==> src/operand_mode_defs.vh <==
// Constants for the operand addressing-mode decoder.
`ifndef OPERAND_MODE_DEFS_VH
`define OPERAND_MODE_DEFS_VH

// Mode code boundaries.
`define MODE_DIRECT_LAST    5'h07
`define MODE_INDIRECT_LAST  5'h0b
`define MODE_POSTINC_LAST   5'h0f
`define MODE_SHORT_OFFSET_LAST     5'h17
`define MODE_LONG_OFFSET_LAST    5'h1b
`define MODE_INDEX0         5'h1c
`define MODE_INDEX1         5'h1d
`define MODE_PCREL          5'h1e
`define MODE_ABS            5'h1f

// Mode classes.
`define CLS_DIRECT          3'h0
`define CLS_INDIRECT        3'h1
`define CLS_POSTINC         3'h2
`define CLS_SHORT_OFFSET           3'h3
`define CLS_LONG_OFFSET          3'h4
`define CLS_INDEX           3'h5
`define CLS_PCREL           3'h6
`define CLS_ABS             3'h7

// Operand sizes.
`define SIZE_BYTE           2'h0
`define SIZE_WORD           2'h1
`define SIZE_LONG           2'h2

// Operand targets.
`define TGT_REG             2'h0
`define TGT_IMEM            2'h1
`define TGT_EXT16           2'h2
`define TGT_EXT8            2'h3

// Fixed index register for the indexed modes.
`define INDEX_REG_NUM       3'h7

// Addressing costs.
`define CYC_INDIRECT        4'h2
`define CYC_POSTINC         4'h4
`define CYC_DISP            4'h2
`define CYC_INDEX           4'h4
`define CYC_PCREL           4'h2
`define CYC_ABS             4'h1
`define ACC_ONE             3'h1
`define ACC_TWO             3'h2

// Program fetch corrections.
`define FETCH_IMEM_WORD     4'h2
`define FETCH_EXT16_WORD    4'h3
`define FETCH_EXT8_BYTE     4'h3

`endif

==> src/operand_cost_table.v <==
// Operand size and target compensation lookup.
`timescale 1ns/1ps
`default_nettype none
`include "operand_mode_defs.vh"
module operand_cost_table (
	// Operand description.
	input  wire [1:0] size_in,
	input  wire [1:0] target_in,
	input  wire       odd_in,
	// Compensation.
	output reg  [3:0] cycles_out,
	output reg  [2:0] access_out
);
	always @* begin
		cycles_out = 4'h0;
		access_out = 3'h1;
		case (size_in)
		`SIZE_BYTE: begin
			if (target_in != `TGT_REG && target_in != `TGT_IMEM) begin
				cycles_out = 4'h1;
			end
		end
		`SIZE_WORD: begin
			case (target_in)
			`TGT_REG: ;
			`TGT_IMEM: begin
				if (odd_in) begin
					cycles_out = 4'h2;
					access_out = 3'h2;
				end
			end
			`TGT_EXT16: begin
				if (odd_in) begin
					cycles_out = 4'h4;
					access_out = 3'h2;
				end else begin
					cycles_out = 4'h1;
				end
			end
			default: begin
				cycles_out = 4'h4;
				access_out = 3'h2;
			end
			endcase
		end
		default: begin
			access_out = 3'h2;
			case (target_in)
			`TGT_REG: ;
			`TGT_IMEM: begin
				if (odd_in) begin
					cycles_out = 4'h4;
					access_out = 3'h4;
				end
			end
			`TGT_EXT16: begin
				if (odd_in) begin
					cycles_out = 4'h8;
					access_out = 3'h4;
				end else begin
					cycles_out = 4'h2;
				end
			end
			default: begin
				cycles_out = 4'h8;
				access_out = 3'h4;
			end
			endcase
		end
		endcase
	end
endmodule
`default_nettype wire

==> src/fetch_correction.v <==
// Program fetch cycle correction for one instruction.
`timescale 1ns/1ps
`default_nettype none
`include "operand_mode_defs.vh"
module fetch_correction (
	// Fetch description.
	input  wire [1:0] target_in,
	input  wire [2:0] word_cross_in,
	input  wire [3:0] length_in,
	// Correction.
	output reg  [5:0] cycles_out
);
	// Registers as a target never hold code, so they cost nothing here.
	always @* begin
		case (target_in)
		`TGT_IMEM:  cycles_out = {3'h0, word_cross_in} * {2'h0, `FETCH_IMEM_WORD};
		`TGT_EXT16: cycles_out = {3'h0, word_cross_in} * {2'h0, `FETCH_EXT16_WORD};
		`TGT_EXT8:  cycles_out = {2'h0, length_in} * {2'h0, `FETCH_EXT8_BYTE};
		default:    cycles_out = 6'h00;
		endcase
	end
endmodule
`default_nettype wire

==> src/operand_address_mode_decoder.v <==
// Operand addressing-mode decoder with cycle accounting.
// Notes on behaviour
// - Codes 00-07 pick byte, word or long register.
// - Codes 0C-0F: pointer indirect, post-increment, 4 cycles.
// - Codes 10-17: word register plus short offset.
// - Codes 18-1B: pointer plus long offset.
// - Codes 1C-1D: register 0/1 plus index register.
// - 1E PC-relative, 1F absolute, no registers.
// - Report extension bytes; indirect modes add none.
// - Memory modes add cycles; all but 1E/1F add register accesses.
// - Byte operands: one access, external adds one.
// - Odd internal word/long: split accesses, extra cycles.
// - Long internal two accesses; even word one.
// - External 16-bit even: word +1, long +2.
// - Odd ext16 or ext8: word +4, long +8.
// - Fetch corrections per boundary or per byte.
// - Fetch corrections are worst-case bounds only.
`timescale 1ns/1ps
`default_nettype none
`include "operand_mode_defs.vh"
module operand_address_mode_decoder (
	// Clock and reset.
	input  wire        sys_clk_in,
	input  wire        sys_rst_in,
	// Decode request.
	input  wire        decode_valid_in,
	input  wire [4:0]  mode_code_in,
	input  wire [1:0]  op_size_in,
	input  wire [1:0]  op_target_in,
	input  wire        op_odd_in,
	input  wire [5:0]  base_states_in,
	input  wire [3:0]  insn_length_in,
	input  wire [2:0]  word_cross_in,
	input  wire [3:0]  wait_cycles_in,
	// Decode result.
	output reg         result_valid_out,
	output reg  [2:0]  mode_class_out,
	output reg  [2:0]  base_reg_out,
	output reg         base_is_byte_out,
	output reg         base_is_word_out,
	output reg         base_is_long_out,
	output reg         index_used_out,
	output reg  [2:0]  index_reg_out,
	output reg         pc_base_out,
	output reg         post_inc_out,
	output reg  [2:0]  post_inc_step_out,
	output reg  [1:0]  ext_bytes_out,
	output reg  [3:0]  insn_total_len_out,
	output reg  [3:0]  mode_cycles_out,
	output reg  [2:0]  mode_reg_access_out,
	output reg  [3:0]  size_cycles_out,
	output reg  [2:0]  data_access_out,
	output reg  [5:0]  fetch_worst_out,
	output reg  [7:0]  total_states_out
);
	reg  [2:0] cls_d;
	reg  [2:0] reg_d;
	reg  [1:0] ext_d;
	reg  [3:0] mcyc_d;
	reg  [2:0] macc_d;
	reg  [2:0] step_d;
	wire [3:0] scyc_w;
	wire [2:0] sacc_w;
	wire [5:0] fetch_w;
	reg  [3:0] wait_d;
	reg  [7:0] total_d;

	// Maps a mode code onto its class.
	function [2:0] mode_class;
		input [4:0] code;
		begin
			if (code <= `MODE_DIRECT_LAST)
				mode_class = `CLS_DIRECT;
			else if (code <= `MODE_INDIRECT_LAST)
				mode_class = `CLS_INDIRECT;
			else if (code <= `MODE_POSTINC_LAST)
				mode_class = `CLS_POSTINC;
			else if (code <= `MODE_SHORT_OFFSET_LAST)
				mode_class = `CLS_SHORT_OFFSET;
			else if (code <= `MODE_LONG_OFFSET_LAST)
				mode_class = `CLS_LONG_OFFSET;
			else if (code == `MODE_PCREL)
				mode_class = `CLS_PCREL;
			else if (code == `MODE_ABS)
				mode_class = `CLS_ABS;
			else
				mode_class = `CLS_INDEX;
		end
	endfunction

	operand_cost_table u_cost (
		.size_in    (op_size_in),
		.target_in  (op_target_in),
		.odd_in     (op_odd_in),
		.cycles_out (scyc_w),
		.access_out (sacc_w)
	);

	fetch_correction u_fetch (
		.target_in     (op_target_in),
		.word_cross_in (word_cross_in),
		.length_in     (insn_length_in),
		.cycles_out    (fetch_w)
	);

	always @* begin
		cls_d  = mode_class(mode_code_in);
		reg_d  = mode_code_in[2:0];
		ext_d  = 2'h0;
		mcyc_d = 4'h0;
		macc_d = 3'h0;
		step_d = 3'h0;
		case (cls_d)
		`CLS_DIRECT: begin
			// Long registers pair up, so odd codes name the same pair.
			// Size code 3 is taken as long here, as the cost table does.
			if (op_size_in >= `SIZE_LONG)
				reg_d = {1'b0, mode_code_in[2:1]};
			else
				reg_d = mode_code_in[2:0];
		end
		`CLS_INDIRECT: begin
			reg_d  = {1'b0, mode_code_in[1:0]};
			ext_d  = 2'h0;
			mcyc_d = `CYC_INDIRECT;
			macc_d = `ACC_ONE;
		end
		`CLS_POSTINC: begin
			reg_d  = {1'b0, mode_code_in[1:0]};
			mcyc_d = `CYC_POSTINC;
			macc_d = `ACC_TWO;
			case (op_size_in)
			`SIZE_BYTE: step_d = 3'h1;
			`SIZE_WORD: step_d = 3'h2;
			default:    step_d = 3'h4;
			endcase
		end
		`CLS_SHORT_OFFSET: begin
			reg_d  = mode_code_in[2:0];
			ext_d  = 2'h1;
			mcyc_d = `CYC_DISP;
			macc_d = `ACC_ONE;
		end
		`CLS_LONG_OFFSET: begin
			reg_d  = {1'b0, mode_code_in[1:0]};
			ext_d  = 2'h2;
			mcyc_d = `CYC_DISP;
			macc_d = `ACC_ONE;
		end
		`CLS_INDEX: begin
			reg_d  = {2'h0, mode_code_in[0]};
			mcyc_d = `CYC_INDEX;
			macc_d = `ACC_TWO;
		end
		`CLS_PCREL: begin
			reg_d  = 3'h0;
			ext_d  = 2'h2;
			mcyc_d = `CYC_PCREL;
		end
		default: begin
			reg_d  = 3'h0;
			ext_d  = 2'h2;
			mcyc_d = `CYC_ABS;
		end
		endcase
		// Waits only stretch external data bus accesses.
		if (op_target_in == `TGT_EXT16 || op_target_in == `TGT_EXT8)
			wait_d = wait_cycles_in;
		else
			wait_d = 4'h0;
		// The fetch term is a worst case; the sum is an upper bound.
		total_d = {2'h0, base_states_in} + {4'h0, mcyc_d} + {4'h0, scyc_w}
			+ {2'h0, fetch_w} + {4'h0, wait_d};
	end

	always @(posedge sys_clk_in) begin
		if (sys_rst_in) begin
			result_valid_out    <= 1'b0;
			mode_class_out      <= 3'h0;
			base_reg_out        <= 3'h0;
			base_is_byte_out    <= 1'b0;
			base_is_word_out    <= 1'b0;
			base_is_long_out    <= 1'b0;
			index_used_out      <= 1'b0;
			index_reg_out       <= 3'h0;
			pc_base_out         <= 1'b0;
			post_inc_out        <= 1'b0;
			post_inc_step_out   <= 3'h0;
			ext_bytes_out       <= 2'h0;
			insn_total_len_out  <= 4'h0;
			mode_cycles_out     <= 4'h0;
			mode_reg_access_out <= 3'h0;
			size_cycles_out     <= 4'h0;
			data_access_out     <= 3'h0;
			fetch_worst_out     <= 6'h00;
			total_states_out    <= 8'h00;
		end else begin
			result_valid_out <= decode_valid_in;
			if (decode_valid_in) begin
				mode_class_out      <= cls_d;
				base_reg_out        <= reg_d;
				base_is_byte_out    <= (cls_d == `CLS_DIRECT) && (op_size_in == `SIZE_BYTE);
				base_is_word_out    <= (cls_d == `CLS_DIRECT) ? (op_size_in == `SIZE_WORD)
					: (cls_d != `CLS_PCREL) && (cls_d != `CLS_ABS);
				base_is_long_out    <= (cls_d == `CLS_DIRECT) && (op_size_in >= `SIZE_LONG);
				index_used_out      <= (cls_d == `CLS_INDEX);
				index_reg_out       <= (cls_d == `CLS_INDEX) ? `INDEX_REG_NUM : 3'h0;
				pc_base_out         <= (cls_d == `CLS_PCREL);
				post_inc_out        <= (cls_d == `CLS_POSTINC);
				post_inc_step_out   <= step_d;
				ext_bytes_out       <= ext_d;
				insn_total_len_out  <= insn_length_in + {2'h0, ext_d};
				mode_cycles_out     <= mcyc_d;
				mode_reg_access_out <= macc_d;
				size_cycles_out     <= scyc_w;
				data_access_out     <= sacc_w;
				fetch_worst_out     <= fetch_w;
				total_states_out    <= total_d;
			end
		end
	end
endmodule
`default_nettype wire

==> config.mk <==
export PLATFORM = sky130hd
export DESIGN_NAME = operand_address_mode_decoder
export DESIGN_NICKNAME = d
export VERILOG_FILES = /design/src/operand_cost_table.v /design/src/fetch_correction.v /design/src/operand_address_mode_decoder.v
export VERILOG_INCLUDE_DIRS = /design/src /design/src/src
export SDC_FILE = /design/constraint.sdc
export NUM_CORES = 1
export LEC_CHECK = 0
export BUFFER_PORTS_ARGS = -buffer_cell sky130_fd_sc_hd__buf_4
export CORE_MARGIN = 1
export CORE_UTILIZATION = 59
export CTS_BUF_LIST = sky130_fd_sc_hd__clkbuf_8
export CTS_CLUSTER_DIAMETER = 40
export CTS_CLUSTER_SIZE = 8
export DETAILED_ROUTE_END_ITERATION = 8
export HOLD_SLACK_MARGIN = 0.03
export MAX_ROUTING_LAYER = met4
export PLACE_DENSITY = 0.89
export SYNTH_ARGS = -nofsm -noshare
export SYNTH_HDL_FRONTEND = slang
export SYNTH_SLANG_ARGS = --single-unit
==> constraint.sdc <==
create_clock -name sys_clk_in -period 11.39 [get_ports sys_clk_in]
set_input_delay 2.278 -clock sys_clk_in [delete_from_list [all_inputs] [get_ports sys_clk_in]]
set_output_delay 2.278 -clock sys_clk_in [all_outputs]
set_load 0.03 [all_outputs]
# After elaboration in Yosys (flattened, before gate mapping)
# Cells that the tools add are included.
[totals]
in_bits = 30
out_inout_bits = 53
reg_bits = 53
[classes]
magnitude_cmp = 6
n_eq_ne = 15
mul = 2
n_mux = 31
n_reduce_logical = 15
n_addsub = 5
[ops]
columns = ["cell", "count"]
rows = [
  ["two-way mux 3 bit", 10],
  ["one-hot mux 3 bit (2 select lines)", 4],
  ["one-hot mux 4 bit (3 select lines)", 2],
  ["one-hot mux 6 bit (3 select lines)", 1],
  ["one-hot mux 3 bit (4 select lines)", 1],
  ["== test 5 bit, second input constant", 2],
  ["less-or-equal comparator 5 x 4 -> 1 bit, second input constant", 2],
  ["less-or-equal comparator 5 bit, second input constant", 2],
  ["two-way mux 2 bit", 5],
  ["== test 3 bit, second input constant", 3],
  ["one-hot mux 3 bit (3 select lines)", 1],
  ["adder 7 x 4 -> 8 bit", 1],
  ["adder 8 x 4 -> 8 bit", 1],
  ["adder 8 x 6 -> 8 bit", 1],
  ["two-way mux 4 bit", 2],
  ["one-hot mux 2 bit (2 select lines)", 2],
  ["one-hot mux 4 bit (2 select lines)", 1],
  ["OR reduction 4 bit", 2],
  ["adder 6 x 4 -> 7 bit", 1],
  ["== test 3 x 2 -> 1 bit, second input constant", 2],
  ["multiplier 4 x 2 -> 6 bit, second input constant", 1],
  ["inequality test 3 bit, second input constant", 2],
  ["OR reduction 3 bit", 2],
  ["less-or-equal comparator 5 x 3 -> 1 bit, second input constant", 1],
  ["14 further kinds", 22],
]

# Depth between registers and ports, before layout
[logic_depth]
word_depth = 15
depth_mapped = 16

# By module
# A second synthesis with hierarchy kept.
[hier_totals]
hier_cells = 358
area_unflattened_um2 = 3129.3
[modules_own_cells]
columns = ["mod", "n_inst", "cells_each", "area_each_um2", "seq_area_each_um2"]
rows = [
  ["operand_address_mode_decoder", 1, 290, 2631.3, 960.9],
  ["fetch_correction", 1, 39, 305.3, 0.0],
  ["operand_cost_table", 1, 29, 192.7, 0.0],
]

# Least setup slack after synthesis
# Ideal clock, no wire load.
[synth_path]
kind = "input to register"
from = "input op_target_in[1]"
to = "register total_states_out[6]"
slack_ns = 5.277
arrival_time_ns = 5.995
cell_stages = 15
required_ns = 11.273
path_cell_list = "inv_1 ha_1 nor2b_1 a22o_1 a22o_1 fa_1 inv_1 fa_1 fa_1 inv_1 ha_1 a21o_1 and4_4 or4_1 a32o_1"
[synth_via]
word_cells_on_any_way = 17
cone_classes = "add/sub (3); eq/ne (4); mux (6); reduce/logical (4)"
[synth_lines]
columns = ["element", "line_no", "rtl"]
rows = [
  ["from (decl)", "operand_address_mode_decoder.v:29", "input wire [1:0] op_target_in,"],
  ["== test 2 bit, or another cell as far along", "operand_cost_table.v:24, operand_cost_table.v:48", ""],
  ["one-hot mux 4 bit (3 select lines) (on tied branches)", "operand_cost_table.v:48, operand_cost_table.v:24", ""],
  ["one-hot mux 4 bit (2 select lines) (*)", "operand_cost_table.v:17", "case (size_in)"],
  ["net scyc_w[2]", "operand_address_mode_decoder.v:62", "wire [3:0] scyc_w;"],
  ["adder 7 x 4 -> 8 bit (*)", "operand_address_mode_decoder.v:172", "total_d = {2'h0, base_states_in} + {4'h0, mcyc_d} + {4'h0, scyc_w}"],
  ["adder 8 x 6 -> 8 bit (*)", "operand_address_mode_decoder.v:173", "+ {2'h0, fetch_w} + {4'h0, wait_d};"],
  ["adder 8 x 4 -> 8 bit (*)", "operand_address_mode_decoder.v:173", ""],
  ["to (signal assigned)", "operand_address_mode_decoder.v:218", "total_states_out <= total_d;"],
  ["to (decl)", "operand_address_mode_decoder.v:54", "output reg [7:0] total_states_out"],
]
# The timed path passes the listed nets; every way through them passes the cells marked *.
# A chain may end at the register's enable or synchronous reset.

# Final worst setup path
[layout_path]
from = "input op_target_in[0]"
to = "register total_states_out[7]"
[layout_via]
elab_chain_len = 7
word_cells_on_any_way = 17
cone_classes = "add/sub (3); eq/ne (4); mux (6); reduce/logical (4)"
[layout_rtl]
columns = ["element", "line_no", "rtl"]
rows = [
  ["inequality test 2 x 1 -> 1 bit (no source line) or nonzero test 2 bit (tied branches)", "-", ""],
  ["logical AND 1 bit (no source line)", "-", ""],
  ["two-way mux 1 bit", "operand_cost_table.v:19", "if (target_in != `TGT_REG && target_in != `TGT_IMEM) begin"],
  ["one-hot mux 4 bit (2 select lines)", "operand_cost_table.v:17", ""],
  ["adder 7 x 4 -> 8 bit", "operand_address_mode_decoder.v:172", ""],
  ["adder 8 x 6 -> 8 bit", "operand_address_mode_decoder.v:173", ""],
  ["adder 8 x 4 -> 8 bit (*)", "operand_address_mode_decoder.v:173", ""],
]
# Mark *: on every way between the ends. The rest lies on a longest branch, timed or not.

==> flow_summary.toml <==
[routing]
first_pass_iters = 5
via_count = 2713
finalWirelength_um = 7584
via_per_inst = 5.847
drc = 0
ant_nets = 0
wire_per_inst_um = 16.34
drt_iter0_markers = 250

[critical_path]
worstPathRequired_ns = 11.61
critPathKind = "input port to flop"
start_kind = "input port"
worstReg2RegEnd = "base_is_long_out"
reg2reg_setup_slack_ns = 10.62
crit_path_max_incr_delay_ns = 0.55
crit_slowest_cell = "fa_1"
crit_arrival_ns = 6.42
worstSetupStartpoint = "op_target_in[0]"
cp_max_fo = 15
crit_chain = "buf_4, inv_1, ha_1, and3b_1, a31oi_1, fa_1, fa_1, fa_1, inv_1, ha_1, fa_1, a21o_1, a221oi_1, xnor2_1, a22o_1"
crit_end = "total_states_out[7]"
rr_worst_depth = 3
critPathCaptureType = "flop"
path_common_cell = "fa_1"
r2r_start = "base_is_long_out"

[floorplanning]
io_pins = 83
start_util_pct = 62.21
dieHeight_um = 73.27
core_um2 = 4817
dieArea_um2 = 5368
die_w_um = 73.27
std_cell_rows = 25

[final_layout]
area_delta_synth_final_pct = 21.80
diodes = 0
n_fill_cell = 371
drive_gt1_share_pct = 22.92
fin_nets = 471

[clocking]
post_cts_buffers = 0
clk_pin_slew_ns = 0.09
ctsHoldBuffers = 0
clock_latency_ns = 0.30
cts_made_buffers = 5
cts.sinks = 47
cts_tree = "done"
htreeDepth = 2
postCtsResizedCells = 0
cts_root_buf = "clkbuf_8"
clock_path_buffers = 2

[synthesis]
netlist_instances = 333
synthFlopType = "dfxtp_1"
synthTopCellsByArea = "dfxtp_1 31%, ha_1 13%, fa_1 9.4%, nor2_1 4.9%, a21oi_1 4.5%"
synth-seq-cells = 47
synthTopCellsByCount = "47 x dfxtp_1, 39 x nor2_1, 30 x ha_1"
synth_edf_count = 0
synth_most_common_cell = "dfxtp_1"
syn_area_per_cell_um2 = 8.999
yosysTopAreaCellShare_pct = 31.40
ys_seq_area_share_pct = 31.40
yosysWarningCount = 0
synth-async-reset-ratio_pct = 0
yosysUniqueCellTypes = 52
netlist_area_um2 = 2997
synth_top_cell_by_area = "dfxtp_1"

[global_routing]
grt_max_degree = 46
grt_pass1_wl_um = 12210
grt-ovfl-total = 0
grt_pass1_vias = 2557
antenna_found_initial = 0
grt_use_total_pct = 30.95

[placement]
port_buffers = 80
dp_hpwl_um = 5617
gp_congestion = 0.8495

[timing]
fin_crit_ns = 6.202
whs_ns = 0.4731
slew_headroom_pct = 53.03
fmax_ghz = 0.1612
drv_slew = 0
tightestPinTransition_ns = 0.7031
finalSetupViolCount = 0
fin_skew_ns = 0
rsz0062_at_grt = "false"
fin_tns_setup_ns = 0
finalHoldViolCount = 0
period_share_pct = 54.45

[hold_path]
min_path_type = "flop to flop"

[power]
p_leak_uw = 0.001743
peakVddDrop_mv = 0.09797
p_per_area_nw_per_um2 = 124.1

[run]
cap_violations = 0

[run_status]
status = "finished, final reports clean"
==> per-stage QoR <==
step / setup WS (ns) / util (%) / area, µm² / cells / total power (µW)
floorplan: 5.277 / - / 3000 / 334 / 295.8
global placement: 5.068 / 74.05 / 3567 / 457 / 342.1
detailed placement: 4.914 / 74.05 / 3567 / 457 / 352.5
CTS: 5.230 / 75.77 / 3650 / 464 / 450.9
global route: 5.021 / 75.77 / 3650 / 464 / 473.3
finish: 5.188 / 75.77 / 3650 / 464 / 452.9
==> cell families (layout without fill, tap and decap cells) <==
| family | Yosys count | count (layout) | share of synthesized area [%] |
|---|---|---|---|
| muxes | 14 | 14 | 4.718 |
| and+or+nand+nor | 101 | 101 | 16.45 |
| AOI/OAI and AO/OA | 77 | 77 | 17.54 |
| DFF | 47 | 47 | 31.40 |
| adders and majority gates | 44 | 44 | 21.88 |
| buffers and inverters | 44 | 107 | 6.430 |
| xor gates and xnor gates | 5 | 5 | 1.461 |
| other | 1 | 2 | 0.1251 |
==> sequential cells by signal (all words and copies together) (netlist names), 2 cells and up <==
| signal | flops |
|---|---|
| ext_bytes_out | 2 |
| insn_total_len_out | 4 |
| mode_class_out | 3 |
| base_reg_out | 3 |
| fetch_worst_out | 6 |
| post_inc_step_out | 3 |
| mode_reg_access_out | 2 |
| data_access_out | 3 |
| size_cycles_out | 4 |
| total_states_out | 8 |
| mode_cycles_out | 2 |
==> final cells by class <==
class	count	area, µm²	share of cell area (%)
well taps	67	83.83	2.297
repair buffers	80	600.6	16.46
clock inverters	2	13.76	0.3771
flip-flops and latches	47	940.9	25.78
multi-input cells	243	1867	51.15
clock buffers	5	68.82	1.885
inverters	20	75.07	2.057
==> placed cells by master, fill, tap and decap left out, drive strengths merged, types with 4 or more instances in the layout <==
master  instances
clkbuf          5
a21oi          27
nor2b          10
buf            80
dfxtp          47
a22oi           4
xnor2           5
inv            20
a21o            5
o21ai           6
nor2           39
mux2i          13
ha             30
nand2b          4
nand3           6
nor3            4
fa             14
a22o            4
o21a            7
a211oi          5
nand2          19
==> power breakdown <==
| group | internal (µW) | switching (µW) |
|---|---|---|
| clock | 42.1 | 58.7 |
| combinational | 68.4 | 100 |
| sequential | 176 | 6.92 |
| total | 287 | 166 |
==> layer usage <==
metal | up-vias | part of all wire, % | wire length (µm) | GRT usage, %
met5 | - | 0 | 0 | -
met4 | 0 | 2.4 | 182 | 13.07
met3 | 20 | 6.4 | 489 | 4.252
met2 | 135 | 49 | 3683 | 49.49
met1 | 1281 | 43 | 3227 | 39.39
li1 | 1277 | - | - | -
==> worst max-delay path: cells and delay by family <==
kind,cells,cell delay [ns]
fa+ha+maj,6,2.61
compound gates,4,0.97
simple gates,1,0.26
buf+inv,3,0.20
xor+xnor,1,0.10
==> how the worst min path moves through the flow <==
stage,startpoint,endpoint,cells after the start
4_1_cts,base_is_byte_out,base_is_byte_out,2
6_report,mode_reg_access_out[0],mode_reg_access_out[0],2
3_3_place_gp,mode_class_out[0],mode_class_out[0],1
5_1_grt,base_reg_out[0],base_reg_out[0],2
2_1_floorplan,base_reg_out[2],base_reg_out[2],2
3_5_place_dp,mode_class_out[0],mode_class_out[0],1
Note: power is estimated with default switching activity, not from simulation.
